===== src/logic/sfam_pkg.sv =====
// What this block does
// - Commands can carry a full 32-bit byte address reaching up to 4 GB.
// - Legacy commands still accept three address bytes unchanged.
// - A legacy 24-bit address takes its high byte from the bank register.
// - With extended mode set, legacy commands take four address bytes.
// - The newer command variants always take four address bytes.
// - Reset clears the bank register and selects 24-bit mode.
// - With defaults, 24-bit commands reach only the lowest 16 MB.
// - Opcode 5Ah uses the full 32-bit address format; opcode 9Fh takes no address bytes.
// - The array is 256 sectors of 256 KB, the first at 00000000h-0003FFFFh.
// - Opcode 9Fh reads the identification space, not the array.
// - The identification space is read-only; writes have no effect.
// - Opcode 5Ah reads the discoverable-parameters space.
// - The parameters space holds the identification data as one table.
// - The parameters space is read-only; program and erase have no effect.
package sfam_pkg;
	localparam logic [7:0] SFAM_OP_READ = 8'h03;
	localparam logic [7:0] SFAM_OP_READ4 = 8'h13;
	localparam logic [7:0] SFAM_OP_PP = 8'h02;
	localparam logic [7:0] SFAM_OP_PP4 = 8'h12;
	localparam logic [7:0] SFAM_OP_SE = 8'hD8;
	localparam logic [7:0] SFAM_OP_SE4 = 8'hDC;
	localparam logic [7:0] SFAM_OP_BANK_WR = 8'h17;
	localparam logic [7:0] SFAM_OP_RDID = 8'h9F;
	localparam logic [7:0] SFAM_OP_RDPARAM = 8'h5A;
	localparam logic [7:0] SFAM_BANK_RESET = 8'h00;
	localparam int SFAM_EXTADD_BIT = 7;
	localparam int SFAM_BANK_HI_BIT = 6;
	localparam int SFAM_SECTOR_LSB = 18;
	localparam int SFAM_SECTOR_W = 8;
	localparam logic [31:0] SFAM_ARRAY_LIMIT = 32'h0400_0000;
	localparam logic [2:0] SFAM_BYTES3 = 3'h3;
	localparam logic [2:0] SFAM_BYTES4 = 3'h4;
	localparam logic [2:0] SFAM_BYTES1 = 3'h1;
	localparam logic [2:0] SFAM_BYTES0 = 3'h0;
	typedef enum logic [1:0] {SFAM_SP_ARRAY, SFAM_SP_ID, SFAM_SP_PARAM, SFAM_SP_NONE} sfam_space_e;
	typedef enum logic [1:0] {SFAM_ACC_READ, SFAM_ACC_PROG, SFAM_ACC_ERASE, SFAM_ACC_REG} sfam_acc_e;
endpackage : sfam_pkg


===== src/logic/sfam_map.sv =====
`timescale 1ns/1ns
module sfam_map
	import sfam_pkg::*;
(
	input wire logic i_clk,
	input wire logic i_rst_n,
	input wire logic i_cs_n,
	input wire logic i_byte_vld,
	input wire logic [7:0] i_byte,
	output logic o_addr_vld,
	output logic [31:0] o_addr,
	output logic [1:0] o_space,
	output logic [1:0] o_access,
	output logic o_write_en,
	output logic [SFAM_SECTOR_W-1:0] o_sector,
	output logic [7:0] o_bank
);
	typedef enum logic [1:0] {SFAM_ST_OPC, SFAM_ST_ADDR, SFAM_ST_DATA} sfam_st_e;
	typedef struct packed {
		sfam_st_e st;
		logic [7:0] opc;
		logic [2:0] need;
		logic [2:0] cnt;
		logic [31:0] addr;
		logic [7:0] bank;
		logic cs_m;
		logic cs_s;
		logic vld_m;
		logic vld_s;
		logic [7:0] byte_m;
		logic [7:0] byte_s;
		logic addr_vld;
		logic [1:0] space;
		logic [1:0] access;
		logic write_en;
		logic [SFAM_SECTOR_W-1:0] sector;
	} sfam_state_s;
	sfam_state_s st_reg;
	sfam_state_s st_next;
	logic byte_take;
	logic [2:0] need_bytes;
	logic last_byte;
	logic [31:0] full_addr;

	function automatic logic [2:0] sfam_addr_bytes(input logic [7:0] op, input logic ext);
		logic [2:0] n;
		n = SFAM_BYTES0;
		case (op)
			SFAM_OP_READ, SFAM_OP_PP, SFAM_OP_SE:
				n = ext ? SFAM_BYTES4 : SFAM_BYTES3;
			SFAM_OP_READ4, SFAM_OP_PP4, SFAM_OP_SE4:
				n = SFAM_BYTES4;
			SFAM_OP_RDPARAM:
				n = SFAM_BYTES4;
			SFAM_OP_BANK_WR:
				n = SFAM_BYTES1;
			default:
				n = SFAM_BYTES0;
		endcase
		return n;
	endfunction : sfam_addr_bytes

	function automatic logic [1:0] sfam_acc(input logic [7:0] op);
		logic [1:0] a;
		a = SFAM_ACC_READ;
		if (op == SFAM_OP_PP || op == SFAM_OP_PP4)
			a = SFAM_ACC_PROG;
		else if (op == SFAM_OP_SE || op == SFAM_OP_SE4)
			a = SFAM_ACC_ERASE;
		else if (op == SFAM_OP_BANK_WR)
			a = SFAM_ACC_REG;
		return a;
	endfunction : sfam_acc

	assign byte_take = st_reg.vld_s && !st_reg.cs_s;
	assign need_bytes = sfam_addr_bytes(st_reg.byte_s, st_reg.bank[SFAM_EXTADD_BIT]);
	assign last_byte = (st_reg.cnt + 3'h1) == st_reg.need;
	assign full_addr = (st_reg.need == SFAM_BYTES3)
		? {st_reg.bank, st_reg.addr[15:0], st_reg.byte_s}
		: {st_reg.addr[23:0], st_reg.byte_s};

	always_comb
	begin
		st_next = st_reg;
		st_next.cs_m = i_cs_n;
		st_next.cs_s = st_reg.cs_m;
		st_next.vld_m = i_byte_vld;
		st_next.vld_s = st_reg.vld_m;
		st_next.byte_m = i_byte;
		st_next.byte_s = st_reg.byte_m;
		st_next.addr_vld = 1'b0;
		if (st_reg.cs_s)
			st_next.st = SFAM_ST_OPC;
		else if (byte_take)
		begin
			case (st_reg.st)
				SFAM_ST_OPC:
				begin
					st_next.opc = st_reg.byte_s;
					st_next.need = need_bytes;
					st_next.cnt = 3'h0;
					st_next.addr = 32'h0;
					if (st_reg.byte_s == SFAM_OP_RDID)
					begin
						st_next.addr_vld = 1'b1;
						st_next.addr = 32'h0;
						// Sector follows the zero address so it never shows a stale index
						st_next.sector = '0;
						st_next.space = SFAM_SP_ID;
						st_next.access = SFAM_ACC_READ;
						st_next.write_en = 1'b0;
						st_next.st = SFAM_ST_DATA;
					end
					else if (need_bytes == SFAM_BYTES0)
						st_next.st = SFAM_ST_DATA;
					else
						st_next.st = SFAM_ST_ADDR;
				end
				SFAM_ST_ADDR:
				begin
					st_next.cnt = st_reg.cnt + 3'h1;
					st_next.addr = {st_reg.addr[23:0], st_reg.byte_s};
					if (last_byte)
					begin
						st_next.st = SFAM_ST_DATA;
						st_next.access = sfam_acc(st_reg.opc);
						if (st_reg.opc == SFAM_OP_BANK_WR)
						begin
							st_next.bank = st_reg.byte_s;
							st_next.write_en = 1'b0;
						end
						else
						begin
							st_next.addr = full_addr;
							st_next.addr_vld = 1'b1;
							st_next.sector = full_addr[SFAM_SECTOR_LSB +: SFAM_SECTOR_W];
							if (st_reg.opc == SFAM_OP_RDPARAM)
							begin
								st_next.space = SFAM_SP_PARAM;
								st_next.write_en = 1'b0;
							end
							else if (full_addr < SFAM_ARRAY_LIMIT)
							begin
								st_next.space = SFAM_SP_ARRAY;
								st_next.write_en = sfam_acc(st_reg.opc) != SFAM_ACC_READ;
							end
							else
							begin
								st_next.space = SFAM_SP_NONE;
								st_next.write_en = 1'b0;
							end
						end
					end
				end
				default:
					st_next.st = SFAM_ST_DATA;
			endcase
		end
	end

	always_ff @(posedge i_clk or negedge i_rst_n)
	begin
		if (!i_rst_n)
		begin
			st_reg <= '0;
			st_reg.st <= SFAM_ST_OPC;
			st_reg.bank <= SFAM_BANK_RESET;
			st_reg.cs_m <= 1'b1;
			st_reg.cs_s <= 1'b1;
			st_reg.space <= SFAM_SP_ARRAY;
		end
		else
			st_reg <= st_next;
	end

	assign o_addr_vld = st_reg.addr_vld;
	assign o_addr = st_reg.addr;
	assign o_space = st_reg.space;
	assign o_access = st_reg.access;
	assign o_write_en = st_reg.write_en;
	assign o_sector = st_reg.sector;
	assign o_bank = st_reg.bank;

	a_default_reach: assert property (@(posedge i_clk) disable iff (!i_rst_n)
		(st_reg.bank == SFAM_BANK_RESET && st_reg.need == SFAM_BYTES3 && o_addr_vld)
		|-> o_addr[31:24] == 8'h00) else $error("24-bit access left lowest 16 MB");
	a_bank_high: assert property (@(posedge i_clk) disable iff (!i_rst_n)
		(o_addr_vld && st_reg.need == SFAM_BYTES3 && o_space != SFAM_SP_ID)
		|-> o_addr[31:24] == o_bank) else $error("bank byte not applied");
	a_ext_four: assert property (@(posedge i_clk) disable iff (!i_rst_n)
		(st_reg.st == SFAM_ST_ADDR && st_reg.bank[SFAM_EXTADD_BIT]
		&& st_reg.opc == SFAM_OP_READ) |-> st_reg.need == SFAM_BYTES4)
		else $error("extended mode not four bytes");
	a_new_four: assert property (@(posedge i_clk) disable iff (!i_rst_n)
		(st_reg.st == SFAM_ST_ADDR && (st_reg.opc == SFAM_OP_READ4
		|| st_reg.opc == SFAM_OP_SE4)) |-> st_reg.need == SFAM_BYTES4)
		else $error("new command not four bytes");
	a_id_ro: assert property (@(posedge i_clk) disable iff (!i_rst_n)
		(o_space == SFAM_SP_ID || o_space == SFAM_SP_PARAM) |-> !o_write_en)
		else $error("read-only space writable");
	a_param_sel: assert property (@(posedge i_clk) disable iff (!i_rst_n)
		(o_addr_vld && st_reg.opc == SFAM_OP_RDPARAM) |-> o_space == SFAM_SP_PARAM)
		else $error("parameter read misrouted");
	a_sector_idx: assert property (@(posedge i_clk) disable iff (!i_rst_n)
		o_addr_vld |-> o_sector == o_addr[SFAM_SECTOR_LSB +: SFAM_SECTOR_W])
		else $error("sector index wrong");
	a_id_route: assert property (@(posedge i_clk) disable iff (!i_rst_n)
		(byte_take && st_reg.st == SFAM_ST_OPC && st_reg.byte_s == SFAM_OP_RDID)
		|=> (o_addr_vld && o_space == SFAM_SP_ID)) else $error("ID read misrouted");
endmodule : sfam_map


===== config.mk =====
export PLATFORM = sky130hd
export DESIGN_NAME = sfam_map
export DESIGN_NICKNAME = d
export VERILOG_FILES = /design/src/logic/sfam_pkg.sv /design/src/logic/sfam_map.sv
export SDC_FILE = /design/constraint.sdc
export NUM_CORES = 1
export LEC_CHECK = 0
export ABC_AREA = 1
export BUFFER_PORTS_ARGS = -buffer_cell sky130_fd_sc_hd__buf_2
export CORE_AREA = 2 2 93 95
export CTS_CLUSTER_DIAMETER = 30
export DETAILED_ROUTE_END_ITERATION = 10
export DIE_AREA = 0 0 95 97
export GPL_ROUTABILITY_DRIVEN = 0
export PLACE_DENSITY = 0.74
export SKIP_CTS_REPAIR_TIMING = 1
export SLEW_MARGIN = 20
export SYNTH_ARGS = -nofsm -noshare
export SYNTH_HDL_FRONTEND = slang
export SYNTH_SLANG_ARGS = --single-unit

===== constraint.sdc =====
create_clock -name i_clk -period 3.43 [get_ports i_clk]
set_input_delay 0.5145 -clock i_clk [delete_from_list [all_inputs] [get_ports i_clk]]
set_output_delay 0.5145 -clock i_clk [all_outputs]
set_load 0.01 [all_outputs]

After elaboration in Yosys (flattened, before gate mapping)

Index checks and enable logic that the tools add are counted.

Output and inout bits: 54
Bits in registers: 90
Input port bits: 12
Logic and storage cells: 98

Bitwise gates (word level): 1
$add $sub $neg: 1
Multiplexer cells: 39
Equality and inequality tests: 22
Reduce and logical (&&, ||, !) cells: 17
$lt $le $gt $ge: 1

Operator list:

| operator                                             | count |
|---|---|
| one-hot mux 35 bit (2 select lines)                  | 1 |
| 2-to-1 mux 32 bit                                    | 2 |
| 2-to-1 mux 14 bit                                    | 4 |
| 2-to-1 mux 56 bit                                    | 1 |
| == test 8 x 5 -> 1 bit, second input constant        | 5 |
| == test 8 bit, second input constant                 | 5 |
| 2-to-1 mux 40 bit                                    | 1 |
| 2-to-1 mux 2 bit                                     | 18 |
| < comparator 32 x 27 -> 1 bit, second input constant | 1 |
| one-hot mux 14 bit (2 select lines)                  | 1 |
| == test 8 x 2 -> 1 bit, second input constant        | 3 |
| 2-to-1 mux 8 bit                                     | 3 |
| == test 8 x 7 -> 1 bit, second input constant        | 2 |
| 2-to-1 mux 11 bit                                    | 1 |
| AND reduction 5 bit                                  | 2 |
| one-hot mux 3 bit (3 select lines)                   | 1 |
| 2-to-1 mux 3 bit                                     | 2 |
| != test 2 bit, second input constant                 | 3 |
| AND reduction 3 bit                                  | 2 |
| AND reduction 6 bit                                  | 1 |
| nonzero test 2 bit                                   | 3 |
| one-hot mux 2 bit (2 select lines)                   | 1 |
| OR reduction 4 bit                                   | 1 |
| adder 3 x 1 -> 3 bit, second input constant          | 1 |
| 13 further kinds                                     | 16 |

Logic depth before layout (Yosys ltp)

Depth in word-level cells: 19
Mapped depth: 11
Gate-level depth less buffers: 11

Worst setup path after synthesis

OpenSTA, ideal clock, no wires.

Path kind: register to register
Start: reg st_reg[74] in the netlist's numbering
End: reg st_reg, in the netlist o_space[1]
Slack: 1.780 ns
Stages on the path, launching flop included: 12
Period minus slack after synthesis: 1.650 ns
Library setup time: 0.123 ns
Arrival: 1.527 ns
Path buffers: 1
Required time: 3.307 ns
Cells stage by stage: dfrtp_1 -> ha_1 -> inv_1 -> nand2_1 -> nand2_1 -> nor2_4 -> nand3_4 -> inv_2 -> o21ai_4 -> buf_6 -> nand2_1 -> o21ai_1

Word-level cells in the longest chain between the ends: 4

Ends and longest elaborated chain:

| item                                 | line            | source |
|---|---|---|
| start, declared                      | sfam_map.sv:38  | `sfam_state_s st_reg;` |
| start signal, assigned               | sfam_map.sv:173 | `st_reg <= st_next;` |
| adder 3 x 1 -> 3 bit                 | sfam_map.sv:77  | `assign last_byte = (st_reg.cnt + 3'h1) == st_reg.need;` |
| == test 3 bit                        | sfam_map.sv:77  |  |
| != test 2 bit (no source line)       | n/a             |  |
| AND reduction 6 bit (no source line) | n/a             |  |

No other way between the ends.
A chain may end at the register's enable or synchronous reset.

Final worst setup path

Start: reg st_reg[74] in the netlist's numbering
End: reg st_reg, in the netlist o_sector[6]

Same word-level chain as after synthesis.

==> flow_summary.toml <==
[timing]
clock-skew-final_ns = 0.00969
timing.fmax_ghz = 0.476
setup_viol = 0
worst_slew_pin_slew_ns = 0.601
finalHoldViolations = 0
rsz0062_at_grt = "false"
slew-limit-headroom_pct = 59.9
period_share_pct = 61.2
fin_setup_tns_ns = 0
slew_viol_final = 0
period_needed_ns = 2.10

[outcome]
status = "completed"

[floorplan]
die_x_um = 95
start_util_pct = 52.7
dieArea_mm2 = 0.00922
rows = 33
die_h_um = 97
core-area_mm2 = 0.00813
ios = 66

[power_and_ir_drop]
power.share.combinational_pct = 6.0
ir_worst_vdd_mv = 0.253
power_mw = 2.01
p_clk_share_pct = 38.6
sequentialPowerShare_pct = 55.5
p_sw_share_pct = 23.6
p_leak_nw = 2.30
p_per_area_mw_per_mm2 = 445
switchingPower_mw = 0.473
p_int_mw = 1.53

[routing]
wirelength_mm = 8.45
drc = 0
top_layer = "met4"
num_vias = 3050
wirelength_met1_mm = 3.77
dr.pass1.iters = 5
ant_nets = 0
wl_per_cell_um = 14.2
vias_per_cell = 5.11
drt-initial-drc-count = 152
dr_wl_met3_um = 605
route.met2.wl_mm = 3.92

[finish]
layout_commonest_cell = "nand2_1"
num_antenna_cells = 0
drive_gt1_share_pct = 24.4
fill_cells = 730
final_cell_mix = "111 x nand2_1, 88 x dfrtp_1, 64 x buf_2"
largest_register_ffs = 32
finalNetCount = 500
syn2layout_area_growth_pct = 5.08

[critical_path]
cp_common_cell = "nand2_1"
rrSetupSlack_ns = 1.33
cpPeakStageDelay_ns = 0.42
cp_data_required_time_ns = 3.69
crit_path_cell_trace = "ha_1 > inv_1 > nand2_1 > nand2_1 > nor2_4 > nand3_4 > inv_2 > o21ai_4 > inv_1 > nand2_1 > nand2_1"
startpoint_type = "flip-flop"
critPathKind = "reg -> reg"
slowest_stage = "o21ai_4"
worst_r2r_path_depth = 11
cp-startpoint = "st_reg[74]$_DFFE_PN0P_"
r2r_start = "st_reg[74]$_DFFE_PN0P_"
end_kind = "flip-flop"
cp_max_fo = 17
cp.arrival_ns = 2.36
r2r_end = "o_sector[6]$_DFFE_PN0P_"

[hold_path]
holdCritPathClass = "in -> reg"
min_to = "st_next[32]$_DFF_PN1_"
min_path_cells = 1
hp-start = "i_cs_n"

[placement]
portBuffers = 65
post-dp-hpwl_mm = 6.13

[clock_network]
clk_latency_ns = 0.36
cts-root-buf = "clkbuf_8"
cts-buffers-inserted = 9
h-tree-depth = 3
clkSinkCount = 90
ctsLongestPathBuffers = 2
cts_tree = "built"
clk_pin_slew_ns = 0.09

[grt]
grt_max_degree = 50
grt-ovfl-total = 0
grt_pass1_vias = 2865
grt_pass1_wl_mm = 13.8
antenna_found_initial = 0
grt.total_usage_pct = 19.5

[synthesis]
yosysSeqAreaShare_pct = 52.6
syn_inst = 473
syn_area_mm2 = 0.00429
synth_cell_type_count = 30
synth-edff-count = 0
async_flop_share_pct = 100
synth_warnings = 0
synth_seq_cells = 90
syn-num-nets = 486
syn_area_per_cell_um2 = 9.07
synthFlopType = "dfrtp_1"

[run]
cap_violations = 0
[layout make-up]
type / count / area, µm² / area share, %
Inverter: 59 / 221 / 4.92
Clock buffer: 11 / 131 / 2.92
Timing Repair Buffer: 68 / 353 / 7.83
Clock inverter: 5 / 78.8 / 1.75
Multi-Input combinational cell: 259 / 1340 / 29.6
Tap cell: 105 / 131 / 2.92
Sequential cell: 90 / 2250 / 50.0
[worst max-delay path by stage]
stage / endpoint / cells past startpoint
2_1_floorplan: o_space[1]$_DFFE_PN0P_ / 11
3_3_place_gp: o_space[0]$_DFFE_PN0P_ / 11
3_5_place_dp: o_sector[6]$_DFFE_PN0P_ / 11
4_1_cts: o_sector[6]$_DFFE_PN0P_ / 11
5_1_grt: o_space[0]$_DFFE_PN0P_ / 11
6_report: o_sector[6]$_DFFE_PN0P_ / 11
[power groups by stage]
stage               Combinational, mW  Clock [mW]  Sequential (mW)
floorplan                      0.0762           0             1.13
global placement                0.117           0             1.13
detailed placement              0.120           0             1.13
CTS                             0.121       0.793             1.11
global route                    0.138       0.843             1.12
finish                          0.120       0.774             1.11
[per-stage QoR]
step / util (%) / instance area, µm² / hold slack (ns) / cells / setup WS, ns
after floorplan: - / 4290 / 0.219 / 473 / 1.78
after global placement: 52.7 / 4290 / 0.313 / 580 / 1.40
after detailed placement: 52.7 / 4290 / 0.314 / 580 / 1.34
after CTS: 55.3 / 4500 / -0.0828 / 596 / 1.33
after global routing: 55.4 / 4510 / 0.233 / 597 / 1.14
final: 55.4 / 4510 / 0.251 / 597 / 1.33
[per-layer routing]
layer	track usage [%]	vias to the layer above
met5	0	-
met4	6.91	0
met3	4.98	12
met2	29.5	117
met1	27.3	1421
li1	-	1500
[synthesized netlist by cell type (2+ instances only)]
cell	number	share of area [%]
a21oi_1	15	1.8
buf_2	6	0.70
buf_4	54	9.5
buf_6	3	0.79
clkbuf_1	2	0.18
dfrtp_1	88	51
dfstp_2	2	1.2
inv_1	51	4.5
inv_2	8	0.70
nand2_1	111	9.7
nand2_2	2	0.29
nand3_1	12	1.4
nand4_1	9	1.3
nor2_1	25	2.2
nor2_2	2	0.29
nor2_4	4	1.1
nor3_1	5	0.58
o21ai_0	21	2.5
o21ai_1	6	0.70
o21ai_2	14	2.9
o22ai_1	24	3.5
[critical path: cells and delay by family, from the launching register on]
family,cells,cell delay (ns)
flip-flops,1,0.40
adder cells (fa/ha/maj),1,0.31
buffers and inverters,3,0.34
AO/OA/AOI/OAI,1,0.42
AND/OR/NAND/NOR,6,0.52
[cells by family (layout without fill, tap and decap cells)]
logic type | Yosys count | in the layout | share of synthesized area (%)
DFF | 90 | 90 | 52.6
buffers and inverters | 124 | 143 | 16.3
AOI/OAI and AO/OA | 83 | 83 | 12.2
and+or+nand+nor | 175 | 175 | 18.6
adders and majority gates | 1 | 1 | 0.292
(Power assumes the default switching activity.)
